==> config.mk <==
export PLATFORM = sky130hd
export DESIGN_NAME = arm_rule_match
export DESIGN_NICKNAME = d
export VERILOG_FILES = /design/src/rtl/arm_pkg.sv /design/src/rtl/arm_cnt_if.sv /design/src/rtl/arm_event_counter.sv /design/src/rtl/arm_rule_match.sv
export SDC_FILE = /design/constraint.sdc
export NUM_CORES = 1
export LEC_CHECK = 0
export BUFFER_PORTS_ARGS = -buffer_cell sky130_fd_sc_hd__buf_2
export CAP_MARGIN = 20
export CORE_MARGIN = 2
export CORE_UTILIZATION = 55
export CTS_CLUSTER_SIZE = 40
export DETAILED_ROUTE_END_ITERATION = 10
export PLACE_DENSITY = 0.82
export SYNTH_ARGS = -nofsm -noshare
export SYNTH_HDL_FRONTEND = slang
export SYNTH_SLANG_ARGS = --single-unit
==> constraint.sdc <==
create_clock -name i_clk -period 4.65 [get_ports i_clk]
set_input_delay 0.6975 -clock i_clk [delete_from_list [all_inputs] [get_ports i_clk]]
set_output_delay 0.6975 -clock i_clk [all_outputs]
set_load 0.05 [all_outputs]
==> src/rtl/arm_pkg.sv <==
// Constants shared by the rule qualifier and its event counters
package arm_pkg;

    // Ports served and packet port index width
    localparam int         NUM_PORTS       = 5;
    localparam int         PORT_W          = 3;

    // Directly addressed registers of the indirect access window
    localparam logic [7:0] ADDR_IND_CTRL   = 8'h6e;
    localparam logic [7:0] ADDR_IND_OFS    = 8'h6f;
    localparam logic [7:0] ADDR_IND_DATA   = 8'ha0;
    localparam logic [7:0] IND_CTRL_RST    = 8'h00;
    localparam logic [7:0] IND_OFS_RST     = 8'h00;

    // Indirect control byte layout
    localparam int         TBL_MSB         = 7;
    localparam int         TBL_LSB         = 5;
    localparam int         WPORT_MSB       = 3;
    localparam int         WPORT_LSB       = 0;
    localparam logic [2:0] TBL_ACL         = 3'h2;

    // Rule byte holding mode and enable fields
    localparam logic [7:0] OFS_MODE_ENABLE = 8'h01;
    localparam int         CFG_W           = 6;
    localparam logic [5:0] CFG_RST         = 6'h00;
    localparam int         MODE_MSB        = 5;
    localparam int         MODE_LSB        = 4;
    localparam int         SEL_MSB         = 3;
    localparam int         SEL_LSB         = 2;
    localparam int         SIDE_BIT        = 1;
    localparam int         EQ_BIT          = 0;

    // Filter layer codes
    localparam logic [1:0] LAYER_OFF       = 2'h0;
    localparam logic [1:0] LAYER_L2        = 2'h1;
    localparam logic [1:0] LAYER_L3        = 2'h2;
    localparam logic [1:0] LAYER_L4        = 2'h3;

    // Compare select codes
    localparam logic [1:0] SEL_00          = 2'h0;
    localparam logic [1:0] SEL_01          = 2'h1;
    localparam logic [1:0] SEL_10          = 2'h2;
    localparam logic [1:0] SEL_11          = 2'h3;

    // Forward field bits steering the counter
    localparam int         FWD_UNIT_BIT    = 4;
    localparam int         FWD_ALG_BIT     = 3;

    // Counter width and time base
    localparam int         CNT_W           = 11;
    localparam int         CLK_NS          = 10;
    localparam int         US_NS           = 1000;
    localparam int         US_CYCLES       = (US_NS + CLK_NS - 1) / CLK_NS;
    localparam int         MS_US           = 1000;
    localparam int         MS_CYCLES_DFLT  = MS_US * US_CYCLES;

endpackage

==> src/rtl/arm_cnt_if.sv <==
// Link between the rule qualifier and one per-port event counter
`timescale 1ns/100ps
interface arm_cnt_if;
    logic                      active;
    logic                      count_up;
    logic                      tick;
    logic                      hit;
    logic [arm_pkg::CNT_W-1:0] load_value;
    logic                      expire;
    logic [arm_pkg::CNT_W-1:0] count;

    modport ctl (
        output active,
        output count_up,
        output tick,
        output hit,
        output load_value,
        input  expire,
        input  count
    );

    modport counter (
        input  active,
        input  count_up,
        input  tick,
        input  hit,
        input  load_value,
        output expire,
        output count
    );
endinterface

==> src/rtl/arm_event_counter.sv <==
// Timeout or packet-count counter for one port
`timescale 1ns/100ps
module arm_event_counter (
    input  wire logic  i_clk,
    input  wire logic  i_reset,
    arm_cnt_if.counter cif
);
    import arm_pkg::*;

    logic [CNT_W-1:0] cnt_ff;
    logic [CNT_W-1:0] nxt_cnt;
    logic             expire_ff;
    logic             nxt_expire;
    logic             active_ff;
    logic             up_ff;
    wire logic        restart;
    wire logic [CNT_W:0] inc;
    wire logic        terminal_up;
    wire logic        down_last;

    // Mode change mid-count restarts cleanly rather than mixing algorithms
    assign restart     = !cif.active || !active_ff || (cif.count_up != up_ff);
    assign inc         = {1'b0, cnt_ff} + {{CNT_W{1'b0}}, 1'b1};
    assign terminal_up = inc >= {1'b0, cif.load_value};
    assign down_last   = cnt_ff <= {{(CNT_W-1){1'b0}}, 1'b1};

    always_comb begin
        nxt_cnt    = cnt_ff;
        nxt_expire = 1'b0;
        if (restart) begin
            nxt_cnt = cif.count_up ? {CNT_W{1'b0}} : cif.load_value;
        end else if (cif.count_up) begin
            if (cif.hit) begin
                if (terminal_up) begin
                    nxt_expire = 1'b1;
                    nxt_cnt    = {CNT_W{1'b0}};
                end else begin
                    nxt_cnt = inc[CNT_W-1:0];
                end
            end
        end else if (cif.hit) begin
            nxt_cnt = cif.load_value;
        end else if (cif.tick) begin
            if (down_last) begin
                nxt_expire = 1'b1;
                nxt_cnt    = cif.load_value;
            end else begin
                nxt_cnt = cnt_ff - {{(CNT_W-1){1'b0}}, 1'b1};
            end
        end
    end

    always_ff @(posedge i_clk) begin
        if (i_reset) begin
            cnt_ff    <= {CNT_W{1'b0}};
            expire_ff <= 1'b0;
            active_ff <= 1'b0;
            up_ff     <= 1'b0;
        end else begin
            cnt_ff    <= nxt_cnt;
            expire_ff <= nxt_expire;
            active_ff <= cif.active;
            up_ff     <= cif.count_up;
        end
    end

    assign cif.expire = expire_ff;
    assign cif.count  = cnt_ff;

    a_down_expire: assert property (@(posedge i_clk) disable iff (i_reset)
        (!restart && !cif.count_up && !cif.hit && cif.tick && down_last)
        |=> (cif.expire && cif.count == $past(cif.load_value)))
        else $error("down counter did not expire and reload");

    a_down_step: assert property (@(posedge i_clk) disable iff (i_reset)
        (!restart && !cif.count_up && !cif.hit && cif.tick && !down_last)
        |=> (!cif.expire && cif.count == $past(cnt_ff) - 11'h001))
        else $error("down counter did not step by one");

    a_up_wrap: assert property (@(posedge i_clk) disable iff (i_reset)
        (!restart && cif.count_up && cif.hit && terminal_up)
        |=> (cif.expire && cif.count == 11'h000))
        else $error("up counter did not fire and clear at terminal");

    a_idle_quiet: assert property (@(posedge i_clk) disable iff (i_reset)
        !cif.active |=> !cif.expire)
        else $error("event raised while counter inactive");

endmodule

==> src/rtl/arm_rule_match.sv <==
// ACL rule mode/enable qualifier with indirect access window and counters
// Contract
// Layer 2 with select 00 counts packets whose MAC address and type match.
// Forward bit 4 picks the count unit: 0 for microseconds, 1 for ms.
// With forward bit 3 at 0 a loaded counter counts down and fires on expiry.
// With forward bit 3 at 1 matches count up, fire at terminal, then clear.
// Layer 2 select 01 tests type, 10 tests address, 11 tests both.
// Layer 3 select 01 tests masked IP address or protocol; 00 and 11 unused.
// Layer 3 select 10 tests source and destination IP under the equal bit.
// Layer 4 select 00 tests protocol; 01 and 10 test TCP/UDP ports.
// Layer 4 select 11 tests the TCP sequence number.
// The side bit compares the destination address at 0, the source at 1.
// The equal bit matches on difference at 0 and on equality at 1.
// Rule bytes are reached via table 010, port, offset and a data window.
// Mode 00 disables the rule, 01 layer 2, 10 layer 3, 11 layer 4.
// Each expiry or terminal count yields one single-cycle event.
`timescale 1ns/100ps
module arm_rule_match #(
    parameter int MS_CYCLES = arm_pkg::MS_CYCLES_DFLT
) (
    input  wire logic                       i_clk,
    input  wire logic                       i_reset,
    input  wire logic [7:0]                 i_reg_addr,
    input  wire logic                       i_reg_wr,
    input  wire logic                       i_reg_rd,
    input  wire logic [7:0]                 i_reg_wdata,
    output logic      [7:0]                 o_reg_rdata,
    output logic                            o_reg_rvalid,
    input  wire logic                       i_pkt_valid,
    input  wire logic [arm_pkg::PORT_W-1:0] i_pkt_port,
    input  wire logic                       i_mac_da_eq,
    input  wire logic                       i_mac_sa_eq,
    input  wire logic                       i_type_eq,
    input  wire logic                       i_ip_da_eq,
    input  wire logic                       i_ip_sa_eq,
    input  wire logic                       i_ip_proto_eq,
    input  wire logic                       i_proto_eq,
    input  wire logic                       i_l4_dport_eq,
    input  wire logic                       i_l4_sport_eq,
    input  wire logic                       i_tcp_seq_eq,
    input  wire logic [arm_pkg::NUM_PORTS-1:0][arm_pkg::CNT_W-1:0]
                                            i_action_count,
    input  wire logic [arm_pkg::NUM_PORTS-1:0][7:0]
                                            i_fwd_field,
    output logic                            o_match_valid,
    output logic                            o_match,
    output logic      [arm_pkg::PORT_W-1:0] o_match_port,
    output logic      [arm_pkg::NUM_PORTS-1:0]
                                            o_count_event,
    output logic      [arm_pkg::NUM_PORTS-1:0][arm_pkg::CNT_W-1:0]
                                            o_count
);
    import arm_pkg::*;

    localparam int MS_W = $clog2(MS_CYCLES);
    localparam int US_W = $clog2(US_CYCLES);

    // Result of one rule test: whether the selection is legal, and equality
    typedef struct packed {
        logic valid;
        logic equal;
    } arm_cmp_type;

    // Compare-set decode, shared by the match path and the counter qualifier
    function automatic arm_cmp_type cmp_decode(
        input logic [1:0] layer,
        input logic [1:0] sel,
        input logic       side,
        input logic       mac_da,
        input logic       mac_sa,
        input logic       mtype,
        input logic       ip_da,
        input logic       ip_sa,
        input logic       ip_proto,
        input logic       proto,
        input logic       l4_dport,
        input logic       l4_sport,
        input logic       tcp_seq
    );
        arm_cmp_type r;
        logic        mac_addr;
        logic        ip_addr;
        logic        l4_port;
        r        = '0;
        mac_addr = side ? mac_sa : mac_da;
        ip_addr  = side ? ip_sa : ip_da;
        l4_port  = side ? l4_sport : l4_dport;
        case (layer)
            LAYER_L2: begin
                r.valid = 1'b1;
                case (sel)
                    SEL_01:  r.equal = mtype;
                    SEL_10:  r.equal = mac_addr;
                    default: r.equal = mac_addr && mtype;
                endcase
            end
            LAYER_L3: begin
                case (sel)
                    SEL_01: begin
                        r.valid = 1'b1;
                        r.equal = ip_addr || ip_proto;
                    end
                    SEL_10: begin
                        r.valid = 1'b1;
                        r.equal = ip_sa && ip_da;
                    end
                    default: r.valid = 1'b0;
                endcase
            end
            LAYER_L4: begin
                r.valid = 1'b1;
                case (sel)
                    SEL_00:  r.equal = proto;
                    SEL_11:  r.equal = tcp_seq;
                    default: r.equal = l4_port;
                endcase
            end
            default: r.valid = 1'b0;
        endcase
        return r;
    endfunction

    logic [7:0]       ctrl_ff;
    logic [7:0]       ofs_ff;
    logic [CFG_W-1:0] cfg_ff [NUM_PORTS];
    logic [7:0]       rdata_ff;
    logic             rvalid_ff;
    logic             mvalid_ff;
    logic             match_ff;
    logic [PORT_W-1:0] mport_ff;
    logic [US_W-1:0]  us_cnt_ff;
    logic [MS_W-1:0]  ms_cnt_ff;
    logic             us_tick_ff;
    logic             ms_tick_ff;

    // Indirect window decode
    wire logic [3:0]       win_port;
    wire logic             win_hit;
    wire logic             win_wr;
    wire logic [7:0]       win_rdata;
    wire logic [7:0]       rd_mux;

    assign win_port  = ctrl_ff[WPORT_MSB:WPORT_LSB];
    assign win_hit   = (ctrl_ff[TBL_MSB:TBL_LSB] == TBL_ACL) &&
                       (win_port < 4'(NUM_PORTS)) &&
                       (ofs_ff == OFS_MODE_ENABLE);
    assign win_wr    = i_reg_wr && (i_reg_addr == ADDR_IND_DATA) && win_hit;
    // Reserved bits 7:6 read zero; other rule bytes live outside this block
    assign win_rdata = win_hit ? {2'h0, cfg_ff[win_port[PORT_W-1:0]]}
                               : 8'h00;
    assign rd_mux    = (i_reg_addr == ADDR_IND_CTRL) ? ctrl_ff :
                       (i_reg_addr == ADDR_IND_OFS)  ? ofs_ff  :
                       (i_reg_addr == ADDR_IND_DATA) ? win_rdata : 8'h00;

    always_ff @(posedge i_clk) begin
        if (i_reset) begin
            ctrl_ff <= IND_CTRL_RST;
            ofs_ff  <= IND_OFS_RST;
        end else if (i_reg_wr && i_reg_addr == ADDR_IND_CTRL) begin
            ctrl_ff <= i_reg_wdata;
        end else if (i_reg_wr && i_reg_addr == ADDR_IND_OFS) begin
            ofs_ff  <= i_reg_wdata;
        end
    end

    always_ff @(posedge i_clk) begin
        if (i_reset) begin
            for (int p = 0; p < NUM_PORTS; p++) begin
                cfg_ff[p] <= CFG_RST;
            end
        end else if (win_wr) begin
            cfg_ff[win_port[PORT_W-1:0]] <= i_reg_wdata[CFG_W-1:0];
        end
    end

    always_ff @(posedge i_clk) begin
        if (i_reset) begin
            rdata_ff  <= 8'h00;
            rvalid_ff <= 1'b0;
        end else begin
            rdata_ff  <= i_reg_rd ? rd_mux : rdata_ff;
            rvalid_ff <= i_reg_rd;
        end
    end

    assign o_reg_rdata  = rdata_ff;
    assign o_reg_rvalid = rvalid_ff;

    // Packet path: rule of the arriving port
    wire logic             pkt_ok;
    wire logic [CFG_W-1:0] pkt_cfg;
    wire arm_cmp_type      pkt_cmp;
    wire logic             pkt_match;

    assign pkt_ok    = i_pkt_valid && (i_pkt_port < PORT_W'(NUM_PORTS));
    assign pkt_cfg   = pkt_ok ? cfg_ff[i_pkt_port] : CFG_RST;
    assign pkt_cmp   = cmp_decode(pkt_cfg[MODE_MSB:MODE_LSB],
                                  pkt_cfg[SEL_MSB:SEL_LSB],
                                  pkt_cfg[SIDE_BIT],
                                  i_mac_da_eq, i_mac_sa_eq, i_type_eq,
                                  i_ip_da_eq, i_ip_sa_eq, i_ip_proto_eq,
                                  i_proto_eq, i_l4_dport_eq, i_l4_sport_eq,
                                  i_tcp_seq_eq);
    assign pkt_match = pkt_cmp.valid &&
                       (pkt_cfg[EQ_BIT] ? pkt_cmp.equal
                                        : !pkt_cmp.equal);

    always_ff @(posedge i_clk) begin
        if (i_reset) begin
            mvalid_ff <= 1'b0;
            match_ff  <= 1'b0;
            mport_ff  <= {PORT_W{1'b0}};
        end else begin
            mvalid_ff <= pkt_ok;
            match_ff  <= pkt_ok && pkt_match;
            mport_ff  <= pkt_ok ? i_pkt_port : mport_ff;
        end
    end

    assign o_match_valid = mvalid_ff;
    assign o_match       = match_ff;
    assign o_match_port  = mport_ff;

    // Time base: ms counts cycles directly so a bench can shorten it
    always_ff @(posedge i_clk) begin
        if (i_reset) begin
            us_cnt_ff  <= {US_W{1'b0}};
            us_tick_ff <= 1'b0;
        end else begin
            us_tick_ff <= us_cnt_ff == US_W'(US_CYCLES - 1);
            us_cnt_ff  <= (us_cnt_ff == US_W'(US_CYCLES - 1)) ? {US_W{1'b0}}
                          : us_cnt_ff + {{(US_W-1){1'b0}}, 1'b1};
        end
    end

    always_ff @(posedge i_clk) begin
        if (i_reset) begin
            ms_cnt_ff  <= {MS_W{1'b0}};
            ms_tick_ff <= 1'b0;
        end else begin
            ms_tick_ff <= ms_cnt_ff == MS_W'(MS_CYCLES - 1);
            ms_cnt_ff  <= (ms_cnt_ff == MS_W'(MS_CYCLES - 1)) ? {MS_W{1'b0}}
                          : ms_cnt_ff + {{(MS_W-1){1'b0}}, 1'b1};
        end
    end

    // Counter qualifier uses raw equality, independent of the equal bit
    wire logic pkt_count_hit;
    assign pkt_count_hit = pkt_ok && pkt_cmp.valid && pkt_cmp.equal &&
                           (pkt_cfg[MODE_MSB:MODE_LSB] == LAYER_L2) &&
                           (pkt_cfg[SEL_MSB:SEL_LSB] == SEL_00);

    for (genvar p = 0; p < NUM_PORTS; p++) begin : g_port
        arm_cnt_if cif ();

        assign cif.active     = (cfg_ff[p][MODE_MSB:MODE_LSB] == LAYER_L2) &&
                                (cfg_ff[p][SEL_MSB:SEL_LSB] == SEL_00);
        assign cif.count_up   = i_fwd_field[p][FWD_ALG_BIT];
        assign cif.tick       = i_fwd_field[p][FWD_UNIT_BIT] ? ms_tick_ff
                                                             : us_tick_ff;
        assign cif.hit        = pkt_count_hit &&
                                (i_pkt_port == PORT_W'(p));
        assign cif.load_value = i_action_count[p];

        arm_event_counter u_counter (
            .i_clk   (i_clk),
            .i_reset (i_reset),
            .cif     (cif.counter)
        );

        assign o_count_event[p] = cif.expire;
        assign o_count[p]       = cif.count;
    end

    a_win_write: assert property (@(posedge i_clk) disable iff (i_reset)
        win_wr |=> (cfg_ff[$past(win_port[PORT_W-1:0])] ==
                    $past(i_reg_wdata[CFG_W-1:0])))
        else $error("window write did not reach the rule byte");

    a_win_reserved: assert property (@(posedge i_clk) disable iff (i_reset)
        (i_reg_rd && i_reg_addr == ADDR_IND_DATA)
        |=> (o_reg_rvalid && o_reg_rdata[7:6] == 2'h0))
        else $error("reserved bits of rule byte read nonzero");

    a_mode_off: assert property (@(posedge i_clk) disable iff (i_reset)
        (pkt_ok && pkt_cfg[MODE_MSB:MODE_LSB] == LAYER_OFF)
        |=> (o_match_valid && !o_match))
        else $error("disabled rule produced a match");

    a_l3_reserved: assert property (@(posedge i_clk) disable iff (i_reset)
        (pkt_ok && pkt_cfg[MODE_MSB:MODE_LSB] == LAYER_L3 &&
         (pkt_cfg[SEL_MSB:SEL_LSB] == SEL_00 ||
          pkt_cfg[SEL_MSB:SEL_LSB] == SEL_11))
        |=> !o_match)
        else $error("reserved layer 3 select produced a match");

    a_l2_side_da: assert property (@(posedge i_clk) disable iff (i_reset)
        (pkt_ok && pkt_cfg == 6'h19 && i_mac_da_eq && !i_mac_sa_eq)
        |=> o_match)
        else $error("layer 2 address test ignored the side bit");

    a_l4_seq_neq: assert property (@(posedge i_clk) disable iff (i_reset)
        (pkt_ok && pkt_cfg == 6'h3c && !i_tcp_seq_eq)
        |=> o_match)
        else $error("not-equal polarity failed on sequence test");

    a_us_period: assert property (@(posedge i_clk) disable iff (i_reset)
        us_tick_ff |=> (!us_tick_ff [*8]) ##92 us_tick_ff)
        else $error("microsecond tick period wrong");

endmodule

# Word level (Yosys, flattened, before mapping)
# Memory sizes are Yosys's and may differ from the RTL's. A register that Yosys moved wholly into a read port is not among the register bits.
# Cells that the tools add are included.
dict set report totals {
  output_inout_bits 74
  n_memories 1
  ram_bits 30
  word_cells 264
  reg_bits 126
  input_bits 129
}
dict set report classes {
  bitwise_logic 1
  add_sub_neg 12
  eq_ne 32
  n_lt_le_gt_ge 12
  n_mux 100
  n_reduce_logical 75
}
# name words word_bits rd rd_clocked_by_memory_dff wr line_no
set mem_list {}
lappend mem_list {cfg_ff 5 6 7 1 5 arm_rule_match.sv:125} ;# logic [CFG_W-1:0] cfg_ff [NUM_PORTS];
# op n
set ops {}
lappend ops {{2-to-1 mux 11 bit} 40}
lappend ops {{adder 11 x 1 -> 12 bit, second input constant} 5}
lappend ops {{>= comparator 12 x 11 -> 1 bit} 5}
lappend ops {{less-or-equal comparator 11 x 1 -> 1 bit, second input constant} 5}
lappend ops {{subtractor 11 x 1 -> 11 bit, second input constant} 5}
lappend ops {{2-to-1 mux 1 bit} 46}
lappend ops {{logical AND 1 bit} 25}
lappend ops {{2-to-1 mux 6 bit} 4}
lappend ops {{OR reduction 2 bit} 9}
lappend ops {{adder 17 x 1 -> 17 bit, second input constant} 1}
lappend ops {{equality test 17 bit, second input constant} 1}
lappend ops {{equality test 8 x 7 -> 1 bit, second input constant} 2}
lappend ops {{2-to-1 mux 8 bit} 2}
lappend ops {{!= test 3 x 1 -> 1 bit, second input constant} 5}
lappend ops {{nonzero test 3 bit} 5}
lappend ops {{equality test 2 x 1 -> 1 bit, second input constant} 7}
lappend ops {{zero test 2 bit} 6}
lappend ops {{AND reduction 2 bit} 6}
lappend ops {{zero test 1 bit} 11}
lappend ops {{logical OR 1 bit} 11}
lappend ops {{equality test 3 x 2 -> 1 bit, second input constant} 3}
lappend ops {{2-to-1 mux 3 bit} 3}
lappend ops {{equality test 2 bit, second input constant} 4}
lappend ops {{equality test 8 x 1 -> 1 bit, second input constant} 1}
lappend ops {{other kinds (13)} 20}

# Logic depth before layout (Yosys ltp)
dict set report depth {
  depth_word 15
  mapped_depth 20
  mapped_depth_nobuf 15
}

# By module
# A second synthesis with hierarchy kept.
dict set report unflattened {
  hier_cells 1650
  area_unflattened_um2 14463.9
}
# mod area_per_inst_um2 n_inst seq_area_each_um2 cells_per_inst
set modules_own_cells {}
lappend modules_own_cells {{arm_event_counter at g_port[0].u_counter ...} 1853.0 4 280.3 236}
lappend modules_own_cells {arm_rule_match 5322.6 1 2622.5 473}
lappend modules_own_cells {{arm_event_counter at g_port[2].u_counter} 1729.2 1 280.3 233}

# Least setup slack after synthesis
# OpenSTA, ideal clock, no wires.
dict set report synth_timing {
  kind {input -> register}
  startpoint {input port i_pkt_port[0] in the netlist's numbering}
  endpoint {register g_port[1].u_counter.cnt_ff[10]}
  stages 18
  path_slack_ns 0.369
  t_arrival_ns 4.163
  n_path_buf 3
  setup_time_ns 0.117
  required_ns 4.533
  path_cell_list {buf_6 clkbuf_1 mux4_2 nand2b_1 nand2_1 nand2_1 inv_1 ha_1 a22oi_1 inv_1 a211o_1 o2111a_1 nor2_2 a21boi_0 nor3_1 buf_2 a211oi_1 a32o_1}
}
dict set report synth_between {
  elab_chain_len 15
  elab_cells_between_ends 36
}
# item line_no
set synth_rtl {}
lappend synth_rtl {{from (decl)} arm_rule_match.sv:30} ;# input wire logic [arm_pkg::PORT_W-1:0] i_pkt_port,
lappend synth_rtl {{< comparator 3 bit} arm_rule_match.sv:195} ;# assign pkt_ok = i_pkt_valid && (i_pkt_port < PORT_W'(NUM_PORTS));
lappend synth_rtl {{logical AND 1 bit} arm_rule_match.sv:195}
lappend synth_rtl {{2-to-1 mux 6 bit} arm_rule_match.sv:196} ;# assign pkt_cfg = pkt_ok ? cfg_ff[i_pkt_port] : CFG_RST;
lappend synth_rtl {{equality test 2 bit or equality test 2 x 1 -> 1 bit (tied branches)} {arm_rule_match.sv:91, arm_rule_match.sv:98}}
lappend synth_rtl {{OR reduction 2 bit (no source line)} n/a}
lappend synth_rtl {{2-to-1 mux 1 bit} arm_rule_match.sv:98} ;# case (sel)
lappend synth_rtl {{one-hot mux 1 bit (2 select lines)} arm_rule_match.sv:88} ;# case (layer)
lappend synth_rtl {{logical AND 1 bit (3 in series)} arm_rule_match.sv:249} ;# assign pkt_count_hit = pkt_ok && pkt_cmp.valid && pkt_cmp.equal &&
lappend synth_rtl {{logical AND 1 bit} arm_rule_match.sv:250} ;# (pkt_cfg[MODE_MSB:MODE_LSB] == LAYER_L2) &&
lappend synth_rtl {{logical AND 1 bit *} arm_rule_match.sv:261} ;# assign cif.hit = pkt_count_hit &&
lappend synth_rtl {{2-to-1 mux 11 bit} arm_event_counter.sv:41} ;# end else if (cif.hit) begin
lappend synth_rtl {{2-to-1 mux 11 bit} arm_event_counter.sv:32} ;# end else if (cif.count_up) begin
lappend synth_rtl {{2-to-1 mux 11 bit} arm_event_counter.sv:30} ;# if (restart) begin
lappend synth_rtl {{to (signal assigned)} arm_event_counter.sv:55} ;# cnt_ff <= {CNT_W{1'b0}};
lappend synth_rtl {{to (signal assigned)} arm_event_counter.sv:60} ;# cnt_ff <= nxt_cnt;
lappend synth_rtl {{to (decl)} arm_event_counter.sv:10} ;# logic [CNT_W-1:0] cnt_ff;
# Every way passes the cells marked *; elsewhere a longest branch is shown, timed or not.
# A chain may end at the register's enable or synchronous reset.

# Final worst setup path
dict set report layout_timing {
  startpoint {register g_port[2].u_counter.cnt_ff[0]}
  endpoint {register g_port[2].u_counter.cnt_ff[0]}
}
dict set report layout_between {
  elab_chain_len 6
  elab_cells_between_ends 11
}
# item line_no
set layout_rtl {}
lappend layout_rtl {{from (decl)} arm_event_counter.sv:10}
lappend layout_rtl {{from (signal assigned)} arm_event_counter.sv:55}
lappend layout_rtl {{from (signal assigned)} arm_event_counter.sv:60}
lappend layout_rtl {{adder 11 x 1 -> 12 bit, or another cell as far along} arm_event_counter.sv:23} ;# assign inc = {1'b0, cnt_ff} + {{CNT_W{1'b0}}, 1'b1};
lappend layout_rtl {{>= comparator 12 x 11 -> 1 bit or 2-to-1 mux 11 bit (tied branches)} {arm_event_counter.sv:24, arm_event_counter.sv:44}}
lappend layout_rtl {{2-to-1 mux 11 bit, on equally long branches} {arm_event_counter.sv:34, arm_event_counter.sv:43}}
lappend layout_rtl {{2-to-1 mux 11 bit, on equally long branches} {arm_event_counter.sv:33, arm_event_counter.sv:41}}
lappend layout_rtl {{2-to-1 mux 11 bit *} arm_event_counter.sv:32}
lappend layout_rtl {{2-to-1 mux 11 bit *} arm_event_counter.sv:30}
# Every way passes the cells marked *; elsewhere a longest branch is shown, timed or not. The select of a mux whose other input is x is not followed.

==> run summary <==
======================================================================================
First drt pass iteration count                                                       9
Dominant cell type by area after synthesis                                sky130_fd_sc_hd__dfxtp_1
Sequential share of power                                                        42.9%
Arrival time reported for the critical path endpoint                           4.47 ns
Slowest cell on the critical path                                         sky130_fd_sc_hd__a2111oi_0
Weighted congestion reported at the end of routability-driven placement          0.958
Power density of the placed cells                                           275 nW/µm²
Post-route standard cell area excluding fillers                              14500 µm²
H-Tree Level Count                                                                   4
Number of primary I/O pins                                                         203
Combinational fraction of design power                                           19.0%
Clock slew at reported path FFs                                                0.07 ns
Number of pins with negative max-slew slack in the final report                      0
Setup slack, reg-to-reg                                                        0.54 ns
HP Class                                                                  flip-flop to flip-flop
Int Power                                                                      2750 µW
Pin slew with the least headroom to its limit                                 0.947 ns
Remaining routing DRC violations                                                     0
Type of the setup path with the least slack                               flip-flop to flip-flop
Area of placed instances                                                     13900 µm²
DRC marker count from the first detailed-route iteration                          1281
Number of hold-slack violations in the final timing report                           0
Final Hold Slack                                                              0.471 ns
Top fanout value on the critical path                                               10
Gate family responsible for the most delay along the worst path           compound AO/OA/AOI/OAI gates
Fraction of the yosys area taken by sequential cells                             31.3%
Highest layer used for signal routing                                             met5
Clock Tree Root                                                           sky130_fd_sc_hd__clkbuf_16
Maximum achievable frequency                                                 0.243 GHz
Clk pwr share                                                                    38.1%
Placeable core area                                                          22800 µm²
Post-layout nets                                                                  1860
Global-route wire length before repair                                        58300 µm
Clock sink count                                                                   177
Initial Utilization                                                              56.5%
Quantity of I/O buffers inserted on ports                                          172
RSZ-0062 raised after global routing                                                no
Library cells used by synthesis                                                     86
Total wire length after detailed routing                                      36600 µm
Via density per instance                                                          6.23
Critical path's largest stage delay                                            0.75 ns
Clock tree from TritonCTS                                                          yes
Post-Synthesis Mean Instance Area                                             8.43 µm²
Post-synth EDFFs                                                                    48
Vias in the first global route                                                   11700
Total leakage power                                                         0.00628 µW
Post-CTS Resized                                                                     0
Worst vdd rail ir drop                                                        0.211 mV
Top_reg_cell synth                                                        sky130_fd_sc_hd__dfxtp_1
Met1 wire length                                                              15300 µm
Worst skew pair latency                                                        0.44 ns
Area Overhead vs Synth                                                           13.0%
Post-route fraction of the period consumed by the critical path                  88.4%
Most common cell after layout, fill and taps aside                        sky130_fd_sc_hd__buf_2
All-layer global routing usage                                                   29.2%
Maximum number of pins on one net before global-route repair                        77
Largest cells by area after synthesis                                     sky130_fd_sc_hd__dfxtp_1 20%, sky130_fd_sc_hd__edfxtp_1 11%, sky130_fd_sc_hd__ha_1 7.4%
Synthesis warning total                                                              0
GRT Residual Overflow                                                                0
Switching fraction of total power                                                31.2%
Flip-flop and latch count after synthesis                                          177
Post-cts hold buffer count                                                           0
Final ANT Viol Nets                                                                  0
Total of max-cap violations                                                          0
Post-CTS setup buffer count                                                          0
Width of the die                                                                157 µm
Commonest cells after routing, fill and taps aside                        171 x sky130_fd_sc_hd__buf_2, 169 x sky130_fd_sc_hd__nor2_1, 129 x sky130_fd_sc_hd__dfxtp_1, 127 x sky130_fd_sc_hd__nand2_1, 84 x sky130_fd_sc_hd__inv_1
Critical Path Sink Type                                                      flip-flop
Worst path bufs/invs                                                                 0
Worst slew margin relative to its limit                                          36.6%
Synthesized instance count                                                        1527
Required @ worst endpoint                                                      5.01 ns
Post-DR wirelength/cell                                                        18.4 µm
Fin crit period                                                                4.11 ns
Sequence of cells on the critical path                                    ha_1 -> nand3_1 -> nor2_1 -> nand2_1 -> nor2_1 -> xnor2_1 -> ha_1 -> nor2b_1 -> a2111oi_0 -> o21ai_1 -> o31ai_1 -> a211oi_1 -> a211oi_1
DR WL met3                                                                     2890 µm
Setup Skew                                                                   0.0158 ns
Number of vias in the routed layout                                              12400
Net switching power                                                            1250 µW
Met2 Routed Length                                                            17500 µm
Initial antenna violation count                                                      5
Status                                                                    complete, no violations
Buffer levels on the longest clock path                                              2
Sum of net half-perimeters after detailed placement                           26100 µm
Final Core Density                                                               63.8%
Ys async rst share                                                                  0%
Netlist area before placement                                                12900 µm²
Final count of negative-setup-slack endpoints                                        0
Die area                                                                     24600 µm²
Fraction of synthesized cell area taken by the top area cell type                20.1%
Setup tns final                                                                   0 ns
Type of origin of the critical path                                          flip-flop
Cts bufs inserted                                                                   17
Ratio of cells with drive above 1 in the final layout                            16.4%
Total number of placement rows                                                      55
Die extent in y                                                                 157 µm
======================================================================================
[cells by family (layout without fill, tap and decap cells)]
| kind of cell | Yosys count | in the layout | share of synthesized area [%] |
|---|---|---|---|
| buffers and inverters | 187 | 311 | 5.91 |
| multiplexers | 66 | 66 | 7.06 |
| other | 1 | 23 | 0.0291 |
| flip-flops | 177 | 177 | 31.3 |
| AO/OA/AOI/OAI | 318 | 318 | 18.2 |
| AND/OR/NAND/NOR | 594 | 594 | 22.8 |
| XOR/XNOR | 108 | 108 | 7.35 |
| adder cells (fa/ha/maj) | 76 | 76 | 7.39 |
[synth_stat cells, types with 7 or more instances]
master and n:
sky130_fd_sc_hd__edfxtp_1 48, sky130_fd_sc_hd__ha_1 76, sky130_fd_sc_hd__a211oi_1 24, sky130_fd_sc_hd__mux2i_1 42, sky130_fd_sc_hd__and3_1 35, sky130_fd_sc_hd__nor4_1 17, sky130_fd_sc_hd__a311oi_1 14, sky130_fd_sc_hd__a221oi_1 16
sky130_fd_sc_hd__or2_2 10, sky130_fd_sc_hd__mux4_2 18, sky130_fd_sc_hd__a21o_1 18, sky130_fd_sc_hd__clkbuf_1 80, sky130_fd_sc_hd__nand2_1 127, sky130_fd_sc_hd__o21ai_0 43, sky130_fd_sc_hd__nand2b_1 19, sky130_fd_sc_hd__a21oi_1 57
sky130_fd_sc_hd__o32a_1 7, sky130_fd_sc_hd__nor2_1 169, sky130_fd_sc_hd__dfxtp_1 129, sky130_fd_sc_hd__nor4b_1 11, sky130_fd_sc_hd__nand3_1 66, sky130_fd_sc_hd__nand4_1 17, sky130_fd_sc_hd__inv_1 84, sky130_fd_sc_hd__xor2_1 51
sky130_fd_sc_hd__xnor2_1 57, sky130_fd_sc_hd__a31oi_1 18, sky130_fd_sc_hd__nor3_1 44, sky130_fd_sc_hd__nor2b_1 18, sky130_fd_sc_hd__o221ai_1 8, sky130_fd_sc_hd__o211ai_1 21, sky130_fd_sc_hd__and2_1 24, sky130_fd_sc_hd__o22ai_1 10
[registers in the layout (all words and copies together), names as in the netlist, 3 cells and up, named ones only]
register                     cells
o_reg_rdata                      8
ctrl_ff                          8
g_port.u_counter.cif.count      55
us_cnt_ff                        7
o_match_port                     3
g_port.u_counter.cif.expire      5
ms_cnt_ff                       17
cfg_ff                          48
g_port.u_counter.up_ff           5
ofs_ff                           8
g_port.u_counter.active_ff       5
[worst min-delay path, delay by kind of cell (launching register included)]
| family | cells | cell delay, ns |
|---|---|---|
| DFF | 1 | 0.32 |
| AOI/OAI and AO/OA | 1 | 0.06 |
| and+or+nand+nor | 1 | 0.05 |
[per-stage QoR]
| stage | setup WS (ns) | total power [µW] | instances |
|---|---|---|---|
| global route | 0.310 | 4130 | 1985 |
| global placement | 0.317 | 2460 | 1949 |
| finish | 0.540 | 3990 | 1986 |
| CTS | 0.618 | 3990 | 1981 |
| floorplan | 0.369 | 2270 | 1544 |
| detailed placement | 0.247 | 2480 | 1949 |
[worst paths after layout]
path	start	endpoint	depth (start not counted)
setup / recovery	g_port[2].u_counter.cif.count[0]	g_port[2].u_counter.cif.count[0]	13
hold reg to reg	o_match_port[1]	o_match_port[1]	2
hold / removal	o_match_port[1]	o_match_port[1]	2
setup reg to reg	g_port[2].u_counter.cif.count[0]	g_port[2].u_counter.cif.count[0]	13
[power groups by stage]
stage	combinational (µW)	sequential, µW	clock (µW)
6_report	759	1710	1520
3_3_place_gp	721	1740	0
5_1_grt	824	1720	1590
3_5_place_dp	737	1740	0
2_1_floorplan	481	1790	0
4_1_cts	744	1710	1530
[cell type report]
| cell class | count | area [µm²] |
|---|---|---|
| antenna | 5 | 12.5 |
| multi-input combinational | 1180 | 8150 |
| sequential | 177 | 4020 |
| clock inverter | 14 | 188 |
| clock buffer | 18 | 429 |
| inverter | 86 | 323 |
| fill | 1876 | 8240 |
| timing repair buffer | 193 | 1020 |
| tap | 313 | 392 |
[layer usage]
layer	up-vias	GRT usage (%)
li1	5804	-
met1	5844	38.3
met2	651	49.1
met3	80	4.24
met4	2	10.9
met5	-	0
Note: power is estimated with default switching activity, not from simulation.
